$ cat config.mk
export PLATFORM = sky130hd
export DESIGN_NAME = vrf_register_file
export DESIGN_NICKNAME = d
export VERILOG_FILES = /design/src/design/vrf_pkg.sv /design/src/design/vrf_register_file.sv
export SDC_FILE = /design/constraint.sdc
export NUM_CORES = 1
export LEC_CHECK = 0
export BUFFER_PORTS_ARGS = -buffer_cell sky130_fd_sc_hd__buf_2
export CORE_ASPECT_RATIO = 0.6
export CORE_MARGIN = 2
export CORE_UTILIZATION = 41
export CTS_BUF_LIST = sky130_fd_sc_hd__clkbuf_2
export CTS_CLUSTER_DIAMETER = 100
export DETAILED_ROUTE_END_ITERATION = 16
export HOLD_SLACK_MARGIN = 0.1
export PLACE_DENSITY_LB_ADDON = 0.08
export SETUP_SLACK_MARGIN = 0.02
export SYNTH_ARGS = -nofsm -noshare
export SYNTH_HDL_FRONTEND = slang
export SYNTH_SLANG_ARGS = --single-unit
$ cat constraint.sdc
create_clock -name ref_clk -period 6.9 [get_ports ref_clk]
set_input_delay 0.345 -clock ref_clk [delete_from_list [all_inputs] [get_ports ref_clk]]
set_output_delay 0.345 -clock ref_clk [all_outputs]
set_load 0.05 [all_outputs]
$ cat src/design/vrf_pkg.sv
// Package: register map, field layout and types of the regulator register file
package vrf_pkg;

  localparam int VRF_NUM_REG = 2;

  // --------------------------------------------------------------------------
  // Register indices
  // --------------------------------------------------------------------------
  localparam logic [7:0] IDX_VENDOR_IDENTIFIER = 8'h00;
  localparam logic [7:0] IDX_PRODUCT_IDENTIFIER = 8'h01;
  localparam logic [7:0] IDX_PRODUCT_REVISION = 8'h02;
  localparam logic [7:0] IDX_PROTOCOL_VERSION = 8'h05;
  localparam logic [7:0] IDX_CAPABILITY_FLAGS = 8'h06;
  localparam logic [7:0] IDX_PRIMARY_STATUS = 8'h10;
  localparam logic [7:0] IDX_BUS_ERROR_STATUS = 8'h11;
  localparam logic [7:0] IDX_TEMPERATURE_ZONE = 8'h12;
  localparam logic [7:0] IDX_ERROR_STATUS_LAST_READ = 8'h1c;
  localparam logic [7:0] IDX_MAX_CURRENT_CAPABILITY = 8'h21;
  localparam logic [7:0] IDX_MAX_TEMPERATURE = 8'h22;
  localparam logic [7:0] IDX_FAST_SLEW_CAPABILITY = 8'h24;
  localparam logic [7:0] IDX_SLOW_SLEW_CAPABILITY = 8'h25;
  localparam logic [7:0] IDX_BOOT_VOLTAGE_CODE = 8'h26;
  localparam logic [7:0] IDX_MAX_VOLTAGE_LIMIT = 8'h30;
  localparam logic [7:0] IDX_VOLTAGE_CODE_SETTING = 8'h31;
  localparam logic [7:0] IDX_POWER_STATE_SETTING = 8'h32;
  localparam logic [7:0] IDX_VOLTAGE_MARGIN_OFFSET = 8'h33;
  localparam logic [7:0] IDX_MULTI_REGULATOR_CONFIG = 8'h34;
  localparam logic [7:0] IDX_REGISTER_POINTER_SCRATCH = 8'h35;

  // --------------------------------------------------------------------------
  // Reset and hard-coded values
  // --------------------------------------------------------------------------
  localparam logic [7:0] RST_PROTOCOL_VERSION = 8'h01;
  localparam logic [7:0] RST_CAPABILITY_FLAGS = 8'h01;
  localparam logic [7:0] RST_ZERO = 8'h00;
  localparam logic [7:0] RST_MAX_TEMPERATURE = 8'h64;
  localparam logic [7:0] RST_MAX_VOLTAGE_LIMIT = 8'hfb;
  localparam logic [7:0] SLEW_FAST_LOW = 8'h0a;
  localparam logic [7:0] SLEW_FAST_HIGH = 8'h14;
  localparam logic [7:0] SLEW_SLOW_LOW = 8'h02;
  localparam logic [7:0] SLEW_SLOW_HIGH = 8'h04;
  localparam logic [7:0] BOOT_CODE_STANDARD = 8'h00;
  localparam logic [7:0] BOOT_CODE_SPLIT_B = 8'h83;
  localparam logic [7:0] BOOT_CODE_HIGH = 8'hab;

  // --------------------------------------------------------------------------
  // Field positions
  // --------------------------------------------------------------------------
  localparam int ST_SETTLED = 0;
  localparam int ST_THERMAL = 1;
  localparam int ST_OVERCURRENT = 2;
  localparam int ST_ERROR_PENDING = 7;
  localparam int ERR_PARITY = 0;
  localparam int ERR_FRAME = 1;
  localparam int ZONE_ALERT = 6;
  localparam int ZONE_HOT = 7;
  localparam int CFG_LOCK = 1;
  localparam int CFG_WIDTH = 2;
  localparam int ERR_WIDTH = 2;

  // --------------------------------------------------------------------------
  // Acknowledge codes
  // --------------------------------------------------------------------------
  localparam logic [1:0] ACK_OK = 2'b10;
  localparam logic [1:0] ACK_NOT_SUPPORTED = 2'b01;
  localparam logic [1:0] ACK_REJECT = 2'b11;

  // --------------------------------------------------------------------------
  // Types
  // --------------------------------------------------------------------------
  typedef enum logic [2:0] {
    OP_SET_TARGET_VOLTAGE,
    OP_SET_POWER_STATE,
    OP_SET_REGISTER_POINTER,
    OP_WRITE_REGISTER_DATA,
    OP_READ_REGISTER,
    OP_UNSUPPORTED
  } vrf_op_t;

  typedef enum logic [1:0] {
    VAR_STANDARD,
    VAR_SPLIT_BOOT,
    VAR_HIGH_BOOT
  } vrf_variant_t;

  typedef struct packed {
    vrf_op_t op;
    logic reg_sel;
    logic [7:0] payload;
  } vrf_cmd_t;

  typedef struct packed {
    logic [1:0] ack;
    logic [7:0] data;
  } vrf_rsp_t;

endpackage

$ cat src/design/vrf_register_file.sv
// Dual-regulator serial voltage-ID register file with alert and throttle
// ----------------------------------------------------------------------------
// Notes on behaviour
// - Reset restores every default; enable low restores all but throttle, which only srst clears
// - Two separate register files, one per regulator
// - Status bits live; overcurrent latched, read updates
// - Any status bit change pulls alert low
// - Settled low while slewing, set in window
// - Thermal alert at 97 percent of ceiling
// - Bit 7 flags error change; bits 3-6 zero
// - Error register: parity bit 0, frame bit 1
// - Reading error register copies, then clears it
// - Zone register holds thermometer code from thermistors
// - Zone bit 6 sets thermal alert, alert low
// - Zone bit 7 on either pulls throttle low
// - Throttle path independent of registers and bus
// - Temperature ceiling read-only 100 degrees, shared
// - Target commands above limit refused, target kept; data writes to 0x31 not checked
// - Signed offset added to programmed voltage code
// - Slew capability from strap; slow is one fifth
// - Current capability from strap, read-only
// - Boot voltage code depends on part variant
// - Pointer payload stored, targets later data writes
// - Identity registers constant; date, lot unsupported
// - Unsupported index on pointer or read rejected
// ----------------------------------------------------------------------------
`timescale 1ns/10ps
`default_nettype none

module vrf_register_file
  import vrf_pkg::*;
#(
  parameter vrf_variant_t VARIANT = VAR_STANDARD,
  parameter logic [7:0] VENDOR_CODE = 8'h5a,   // Arbitrary value
  parameter logic [7:0] PRODUCT_CODE = 8'h3c,  // Arbitrary value
  parameter logic [7:0] REVISION_CODE = 8'h02  // Arbitrary value
) (
  input wire logic ref_clk,
  input wire logic srst,
  input wire logic enable,
  input wire logic [7:0] thermistor_input_a,
  input wire logic [7:0] thermistor_input_b,
  input wire logic [1:0] output_in_window,
  input wire logic [1:0] overcurrent_in,
  input wire logic [7:0] current_limit_strap_a,
  input wire logic [7:0] current_limit_strap_b,
  input wire logic slew_rate_strap,
  input wire logic cmd_valid,
  input wire vrf_cmd_t cmd,
  input wire logic err_parity_evt,
  input wire logic err_frame_evt,
  input wire logic err_reg_sel,
  output logic rsp_valid_ff,
  output vrf_rsp_t rsp_ff,
  output logic alert_n_ff,
  output logic thermal_throttle_n_ff,
  output logic [1:0][7:0] target_code_ff
);

  // --------------------------------------------------------------------------
  // Pin synchronisers
  // --------------------------------------------------------------------------
  localparam int SYNC_W = 38;

  logic [SYNC_W-1:0] pin_meta_ff;
  logic [SYNC_W-1:0] pin_sync_ff;
  logic en_s;
  logic [7:0] zone_a_s;
  logic [7:0] zone_b_s;
  logic [1:0] window_s;
  logic [1:0] oc_s;
  logic [7:0] ilim_a_s;
  logic [7:0] ilim_b_s;
  logic slew_s;
  logic clr;

  // No reset: straps must reach the capture flops while reset is held
  always_ff @(posedge ref_clk) begin
    pin_meta_ff <= {enable, thermistor_input_a, thermistor_input_b,
                    output_in_window, overcurrent_in,
                    current_limit_strap_a, current_limit_strap_b,
                    slew_rate_strap};
    pin_sync_ff <= pin_meta_ff;
  end

  assign {en_s, zone_a_s, zone_b_s, window_s, oc_s, ilim_a_s, ilim_b_s,
          slew_s} = pin_sync_ff;

  // Enable low is a hard reset of the whole register file except the throttle output, which only srst clears
  assign clr = srst | ~en_s;

  // --------------------------------------------------------------------------
  // Throttle output
  // --------------------------------------------------------------------------
  // Fed straight from the synchronised comparators so a dead bus or a
  // held register file cannot mask an overheat.
  always_ff @(posedge ref_clk) begin
    if (srst) begin
      thermal_throttle_n_ff <= 1'b1;
    end else begin
      thermal_throttle_n_ff <= ~(zone_a_s[ZONE_HOT] | zone_b_s[ZONE_HOT]);
    end
  end

  // --------------------------------------------------------------------------
  // Strap capture
  // --------------------------------------------------------------------------
  logic [1:0][7:0] ilim_ff;
  logic slew_fast_ff;

  // Straps are sampled while held in reset and frozen after release
  always_ff @(posedge ref_clk) begin
    if (clr) begin
      ilim_ff[0] <= ilim_a_s;
      ilim_ff[1] <= ilim_b_s;
      slew_fast_ff <= slew_s;
    end
  end

  // --------------------------------------------------------------------------
  // Per-regulator register files
  // --------------------------------------------------------------------------
  logic [1:0] hit;
  logic [1:0][1:0] nxt_ack;
  logic [1:0][7:0] nxt_data;
  logic [1:0] status_changed;
  logic [1:0] status_read;
  logic thermal_live;

  assign thermal_live = zone_a_s[ZONE_ALERT] | zone_b_s[ZONE_ALERT];

  for (genvar r = 0; r < VRF_NUM_REG; r++) begin : g_reg
    logic [7:0] max_v_ff;
    logic [7:0] vcode_ff;
    logic [7:0] pstate_ff;
    logic [7:0] offset_ff;
    logic [CFG_WIDTH-1:0] mcfg_ff;
    logic [7:0] ptr_ff;
    logic [ERR_WIDTH-1:0] err_ff;
    logic [ERR_WIDTH-1:0] err_last_ff;
    logic [7:0] zone_ff;
    logic settled_ff;
    logic settle_pend_ff;
    logic therm_ff;
    logic oc_ff;
    logic err_pend_ff;
    logic [7:0] prev_status_ff;
    logic [7:0] status;
    logic [7:0] boot_code;
    logic [7:0] rd_val;
    logic rd_ok;
    logic wr_ok;
    logic [ERR_WIDTH-1:0] err_evt;
    logic accept_target;
    logic accept_power;
    logic accept_write;
    logic err_read;
    logic signed [9:0] sum;

    assign hit[r] = cmd_valid & (cmd.reg_sel == 1'(r));

    assign status = {err_pend_ff, 4'h0, oc_ff, therm_ff, settled_ff};

    always_comb begin
      boot_code = BOOT_CODE_STANDARD;
      if (VARIANT == VAR_HIGH_BOOT) begin
        boot_code = BOOT_CODE_HIGH;
      end else if (VARIANT == VAR_SPLIT_BOOT && r == 1) begin
        boot_code = BOOT_CODE_SPLIT_B;
      end
    end

    // Readback mux; date and lot indices fall to the reject path
    always_comb begin
      rd_ok = 1'b1;
      rd_val = RST_ZERO;
      case (cmd.payload)
        IDX_VENDOR_IDENTIFIER: rd_val = VENDOR_CODE;
        IDX_PRODUCT_IDENTIFIER: rd_val = PRODUCT_CODE;
        IDX_PRODUCT_REVISION: rd_val = REVISION_CODE;
        IDX_PROTOCOL_VERSION: rd_val = RST_PROTOCOL_VERSION;
        IDX_CAPABILITY_FLAGS: rd_val = RST_CAPABILITY_FLAGS;
        IDX_PRIMARY_STATUS: rd_val = status;
        IDX_BUS_ERROR_STATUS: rd_val = {6'h00, err_ff};
        IDX_TEMPERATURE_ZONE: rd_val = zone_ff;
        IDX_ERROR_STATUS_LAST_READ: rd_val = {6'h00, err_last_ff};
        IDX_MAX_CURRENT_CAPABILITY: rd_val = ilim_ff[r];
        IDX_MAX_TEMPERATURE: rd_val = RST_MAX_TEMPERATURE;
        IDX_FAST_SLEW_CAPABILITY: begin
          rd_val = slew_fast_ff ? SLEW_FAST_HIGH : SLEW_FAST_LOW;
        end
        IDX_SLOW_SLEW_CAPABILITY: begin
          rd_val = slew_fast_ff ? SLEW_SLOW_HIGH : SLEW_SLOW_LOW;
        end
        IDX_BOOT_VOLTAGE_CODE: rd_val = boot_code;
        IDX_MAX_VOLTAGE_LIMIT: rd_val = max_v_ff;
        IDX_VOLTAGE_CODE_SETTING: rd_val = vcode_ff;
        IDX_POWER_STATE_SETTING: rd_val = pstate_ff;
        IDX_VOLTAGE_MARGIN_OFFSET: rd_val = offset_ff;
        IDX_MULTI_REGULATOR_CONFIG: rd_val = {6'h00, mcfg_ff};
        IDX_REGISTER_POINTER_SCRATCH: rd_val = ptr_ff;
        default: rd_ok = 1'b0;
      endcase
    end

    // Only the master-programmed block accepts data writes
    assign wr_ok = (ptr_ff >= IDX_MAX_VOLTAGE_LIMIT) &&
                   (ptr_ff <= IDX_REGISTER_POINTER_SCRATCH);

    always_comb begin
      nxt_ack[r] = ACK_REJECT;
      nxt_data[r] = RST_ZERO;
      case (cmd.op)
        OP_SET_TARGET_VOLTAGE: begin
          if (mcfg_ff[CFG_LOCK]) begin
            nxt_ack[r] = ACK_REJECT;
          end else if (cmd.payload > max_v_ff) begin
            nxt_ack[r] = ACK_NOT_SUPPORTED;
          end else begin
            nxt_ack[r] = ACK_OK;
          end
        end
        OP_SET_POWER_STATE: begin
          // Not taken mid-slew or while locked
          if (!mcfg_ff[CFG_LOCK] && !settle_pend_ff) begin
            nxt_ack[r] = ACK_OK;
          end
        end
        OP_SET_REGISTER_POINTER: begin
          nxt_ack[r] = rd_ok ? ACK_OK : ACK_REJECT;
        end
        OP_WRITE_REGISTER_DATA: begin
          nxt_ack[r] = wr_ok ? ACK_OK : ACK_REJECT;
        end
        OP_READ_REGISTER: begin
          nxt_ack[r] = rd_ok ? ACK_OK : ACK_REJECT;
          nxt_data[r] = rd_val;
        end
        default: nxt_ack[r] = ACK_REJECT;
      endcase
    end

    assign accept_target = hit[r] && cmd.op == OP_SET_TARGET_VOLTAGE &&
                           nxt_ack[r] == ACK_OK;
    assign accept_power = hit[r] && cmd.op == OP_SET_POWER_STATE &&
                          nxt_ack[r] == ACK_OK;
    assign accept_write = hit[r] && cmd.op == OP_WRITE_REGISTER_DATA &&
                          wr_ok;
    assign status_read[r] = hit[r] && cmd.op == OP_READ_REGISTER &&
                            cmd.payload == IDX_PRIMARY_STATUS;
    assign err_read = hit[r] && cmd.op == OP_READ_REGISTER &&
                      cmd.payload == IDX_BUS_ERROR_STATUS;
    assign err_evt = (err_reg_sel == 1'(r)) ?
                     {err_frame_evt, err_parity_evt} : '0;

    // Master-written registers
    always_ff @(posedge ref_clk) begin
      if (clr) begin
        max_v_ff <= RST_MAX_VOLTAGE_LIMIT;
        vcode_ff <= RST_ZERO;
        pstate_ff <= RST_ZERO;
        offset_ff <= RST_ZERO;
        mcfg_ff <= '0;
        ptr_ff <= RST_ZERO;
      end else begin
        if (hit[r] && cmd.op == OP_SET_REGISTER_POINTER && rd_ok) begin
          ptr_ff <= cmd.payload;
        end
        if (accept_target) begin
          vcode_ff <= cmd.payload;
          pstate_ff <= RST_ZERO;
        end else if (accept_power) begin
          pstate_ff <= cmd.payload;
        end
        if (accept_write) begin
          case (ptr_ff)
            IDX_MAX_VOLTAGE_LIMIT: max_v_ff <= cmd.payload;
            IDX_VOLTAGE_CODE_SETTING: vcode_ff <= cmd.payload;
            IDX_POWER_STATE_SETTING: pstate_ff <= cmd.payload;
            IDX_VOLTAGE_MARGIN_OFFSET: offset_ff <= cmd.payload;
            IDX_MULTI_REGULATOR_CONFIG: mcfg_ff <= cmd.payload[CFG_WIDTH-1:0];
            IDX_REGISTER_POINTER_SCRATCH: ptr_ff <= cmd.payload;
            default: ptr_ff <= ptr_ff;
          endcase
        end
      end
    end

    // Error recording; a new event in the read cycle survives the clear
    always_ff @(posedge ref_clk) begin
      if (clr) begin
        err_ff <= '0;
        err_last_ff <= '0;
        err_pend_ff <= 1'b0;
      end else begin
        if (err_read) begin
          err_last_ff <= err_ff;
          err_ff <= err_evt;
        end else begin
          err_ff <= err_ff | err_evt;
        end
        if (|err_evt) begin
          err_pend_ff <= 1'b1;
        end else if (err_read) begin
          err_pend_ff <= 1'b0;
        end
      end
    end

    // Live status bits
    always_ff @(posedge ref_clk) begin
      if (clr) begin
        zone_ff <= RST_ZERO;
        therm_ff <= 1'b0;
        oc_ff <= 1'b0;
      end else begin
        zone_ff <= (r == 0) ? zone_a_s : zone_b_s;
        therm_ff <= thermal_live;
        oc_ff <= oc_s[r] | (oc_ff & ~status_read[r]);
      end
    end

    // Settled tracking; a fresh target drops the bit until in window
    always_ff @(posedge ref_clk) begin
      if (clr) begin
        settled_ff <= 1'b0;
        settle_pend_ff <= 1'b0;
      end else if (accept_target) begin
        settled_ff <= 1'b0;
        settle_pend_ff <= 1'b1;
      end else if (settle_pend_ff && window_s[r]) begin
        settled_ff <= 1'b1;
        settle_pend_ff <= 1'b0;
      end
    end

    // Effective target with signed offset, clamped to the code range
    assign sum = $signed({2'b00, vcode_ff}) +
                 $signed({{2{offset_ff[7]}}, offset_ff});

    always_ff @(posedge ref_clk) begin
      if (clr) begin
        target_code_ff[r] <= RST_ZERO;
        prev_status_ff <= RST_ZERO;
      end else begin
        if (sum < 0) begin
          target_code_ff[r] <= RST_ZERO;
        end else if (sum > 10'sd255) begin
          target_code_ff[r] <= 8'hff;
        end else begin
          target_code_ff[r] <= sum[7:0];
        end
        prev_status_ff <= status;
      end
    end

    assign status_changed[r] = status != prev_status_ff;
  end

  // --------------------------------------------------------------------------
  // Response and alert
  // --------------------------------------------------------------------------
  always_ff @(posedge ref_clk) begin
    if (clr) begin
      rsp_valid_ff <= 1'b0;
      rsp_ff <= '0;
    end else begin
      rsp_valid_ff <= cmd_valid;
      if (cmd_valid) begin
        rsp_ff.ack <= nxt_ack[cmd.reg_sel];
        rsp_ff.data <= nxt_data[cmd.reg_sel];
      end
    end
  end

  // A change in the same cycle as a status read keeps alert asserted
  always_ff @(posedge ref_clk) begin
    if (clr) begin
      alert_n_ff <= 1'b1;
    end else if (|status_changed) begin
      alert_n_ff <= 1'b0;
    end else if (|status_read) begin
      alert_n_ff <= 1'b1;
    end
  end

endmodule

`default_nettype wire

==> metrics.csv <==
metric,value,unit
outcome,completed,
crit-path cells,dlygate4sd3_1 > buf_2 > buf_4 > nor4_1 > o211ai_1 > nand2_1 > nor3_2 > a2111oi_4 > o21ai_0,
most common flop cell mapped by yosys,dfxtp_1,
max-slew violations,0,
Max-cap violations,0,
crit-path max cell delay,0.79,ns
final period utilization,43.5,%
# IOs,85,
initial antenna violation count,2,
Netlist Area Pre-Place,10300,µm²
Synth Instances,1104,
Ys Warns,0,
Crit Path Max Fanout,42,
CTS buffer count,54,
Final nets,1377,
DIE HEIGHT,127,µm
Post-synth EDFFs,17,
Post-Layout Cell Count,1652,
Port Buf Inserts,84,
die width,208,µm
Post-Route WL,32.5,mm
pin count of the biggest net entering global routing,69,
RePlAce Congestion,0.932,
Initial Util,42.2,%
worst vdd ir,0.149,mV
leak pwr,0.00526,µW
Slew headroom,20.7,%
worst skew pair latency,0.92,ns
Pwr Density,215,nW/µm²
DR pass1 iterations,8,
Setup-failing EPs final,0,
TritonCTS clock tree,built,
data required time of the worst path,7.65,ns
skew final,0.0693,ns
CTS max path bufs,3,
Filler cells,2376,
initial detailed-routing violation count,722,
Clock transition at path regs,0.13,ns
RSZ-0062 raised after global routing,no,
"Arr. time, crit path",3.75,ns
vias in the first global route,8395,
drt wl/cell,19.7,µm
first-pass GRT wire length,49.3,mm
Crit Path Category,primary input to flip-flop,
post-CTS sizing,0,
gr usage total,24.6,%
Final ANT Viol Nets,0,
row count,44,
Worst path slowest cell,a2111oi_4,
DIE AREA,26400,µm²
vias,8883,
CORE AREA,24400,µm²
worst hold path type,primary input to flip-flop,
Root Buffer Master,clkbuf_2,
routed vias/inst,5.38,
Mean Syn Cell Area,9.32,µm²
syn_nets,1196,
count of cell types in the netlist,76,
final hold vios,0,
Post-Place Cells,1457,
"Seq/Total Area, Yosys",49.5,%
post-DP HPWL,22.3,mm
Area Overhead vs Synth,20.7,%
startpoint types,primary input,
layout cell share with drive strength beyond 1,15.6,%
Worst Tran Pin Value,1.18,ns
CTS sink count,246,
drt drc,0,
# H-tree levels,2,
"Min Clock Period, post-route",3.00,ns
Seq cells post-synth,246,
Fin Setup TNS,0,ns
CP Capture Type,flip-flop,
asr flop ratio synth,0,%
total grt overflow,0,
Max Freq,334,MHz
cell families after synthesis:
group                    synth area share (%)
adder cells (fa/ha/maj)                  4.53
buffers and inverters                    3.63
AND/OR/NAND/NOR                          19.9
AO/OA/AOI/OAI                            14.2
flip-flops                               49.5
XOR/XNOR                                 1.70
multiplexers                             6.50
cell type report:
type / count / area (µm²) / share of cell area [%]
Sequential cell: 246 / 5090 / 41.0
Inverter: 26 / 98.8 / 0.796
Tap cell: 322 / 403 / 3.25
Clock inverter: 19 / 130 / 1.05
Clock buffer: 80 / 400 / 3.23
Multi-Input combinational cell: 767 / 4830 / 38.9
Antenna cell: 2 / 5.00 / 0.0403
Timing Repair Buffer: 190 / 1450 / 11.7
through the flow:
stage / total power, µW / hold slack [ns] / util [%] / setup slack [ns] / cell area (µm²)
finish: 2670 / 0.243 / 50.9 / 3.90 / 12400
global route: 2790 / 0.172 / 50.9 / 3.64 / 12400
CTS: 2690 / 0.142 / 50.9 / 4.05 / 12400
detailed placement: 1690 / 0.312 / 44.8 / 3.59 / 10900
global placement: 1690 / 0.311 / 44.8 / 3.72 / 10900
floorplan: 1620 / 0.310 / - / 4.18 / 10300
flip-flops by register name (all words and copies together), names as in the netlist, 2 cells and up:
signal,count
g.zone_ff,16
g.err_last_ff,4
pin_sync_ff,38
target_code_ff,16
g.err_pend_ff,2
g.mcfg_ff,4
g.vcode_ff,16
g.err_ff,4
g.settled_ff,2
g.ptr_ff,16
g.prev_status_ff,7
pin_meta_ff,38
g.settle_pend_ff,2
g.oc_ff,2
ilim_ff,16
rsp_ff,10
g.offset_ff,16
g.pstate_ff,16
g.max_v_ff,16
path summary, 6_finish.rpt:
check	from	endpoint	slack (ns)	depth (start not counted)
max	cmd[5]	g_reg[0].ptr_ff[7]	3.90	9
min	srst	thermal_throttle_n_ff	0.24	3
max reg2reg	g_reg[0].max_v_ff[5]	g_reg[0].vcode_ff[5]	4.04	11
min reg2reg	pin_meta_ff[18]	pin_sync_ff[18]	0.31	0
timing repair:
action	in CTS	in global routing
hold endpoints to repair	150	0
setup buffers	0	0
hold buffers	94	0
layer usage:
layer	wire length (µm)	up-vias	global-route usage, %
met3	3350	66	8.22
met4	648	2	7.07
met2	12400	350	33.1
met1	16000	4162	36.7
li1	-	4303	-
met5	10	-	0
worst max-delay path: cells and delay by family:
| kind | cells | cell delay, ns |
|---|---|---|
| AND/OR/NAND/NOR | 3 | 1.05 |
| AO/OA/AOI/OAI | 3 | 1.36 |
| buffers and inverters | 3 | 0.95 |
cells in the final DEF, fill, tap and decap left out, types with 17 or more instances in the layout:
cell type	instances
buf_2	84
dlygate4sd3_1	94
o21ai_0	38
edfxtp_1	17
nor2_1	113
a21oi_1	75
inv_1	25
mux2i_1	60
clkbuf_2	80
nand2_1	123
and2_1	26
dfxtp_1	229
nand3_1	64
ha_1	34
synth_stat cells, types with 4 or more instances:
cell,count,area [µm²]
dfxtp_1,229,4580
edfxtp_1,17,510
o22ai_1,13,81.3
a31oi_1,13,81.3
o21ai_1,9,45.0
buf_2,19,95.1
nor4_1,5,31.3
nor3b_1,6,45.0
nand3b_1,7,52.6
a211o_1,4,35.0
or3_1,8,50.1
nor3_1,14,70.1
o21a_1,4,30.0
a2111oi_0,4,35.0
a22o_1,6,52.6
a22oi_1,10,75.1
nand2_1,123,462
nand3_1,64,320
nor2_1,113,424
mux2i_1,60,601
ha_1,34,425
inv_1,26,97.6
a21oi_1,75,375
nor2b_1,13,81.3
clkbuf_1,39,146
xnor2_1,13,114
nand2b_1,12,75.1
o21ai_0,38,190
o211ai_1,14,105
xor2_1,7,61.3
buf_1,6,22.5
and2_1,26,163
power by group:
group	internal [µW]	switching (µW)	leakage (µW)	total (µW)
Sequential	1480	16.7	0.00205	1500
Combinational	85.8	124	0.00281	210
Clock	386	576	0.000390	962
Note: power is estimated with default switching activity, not from simulation.
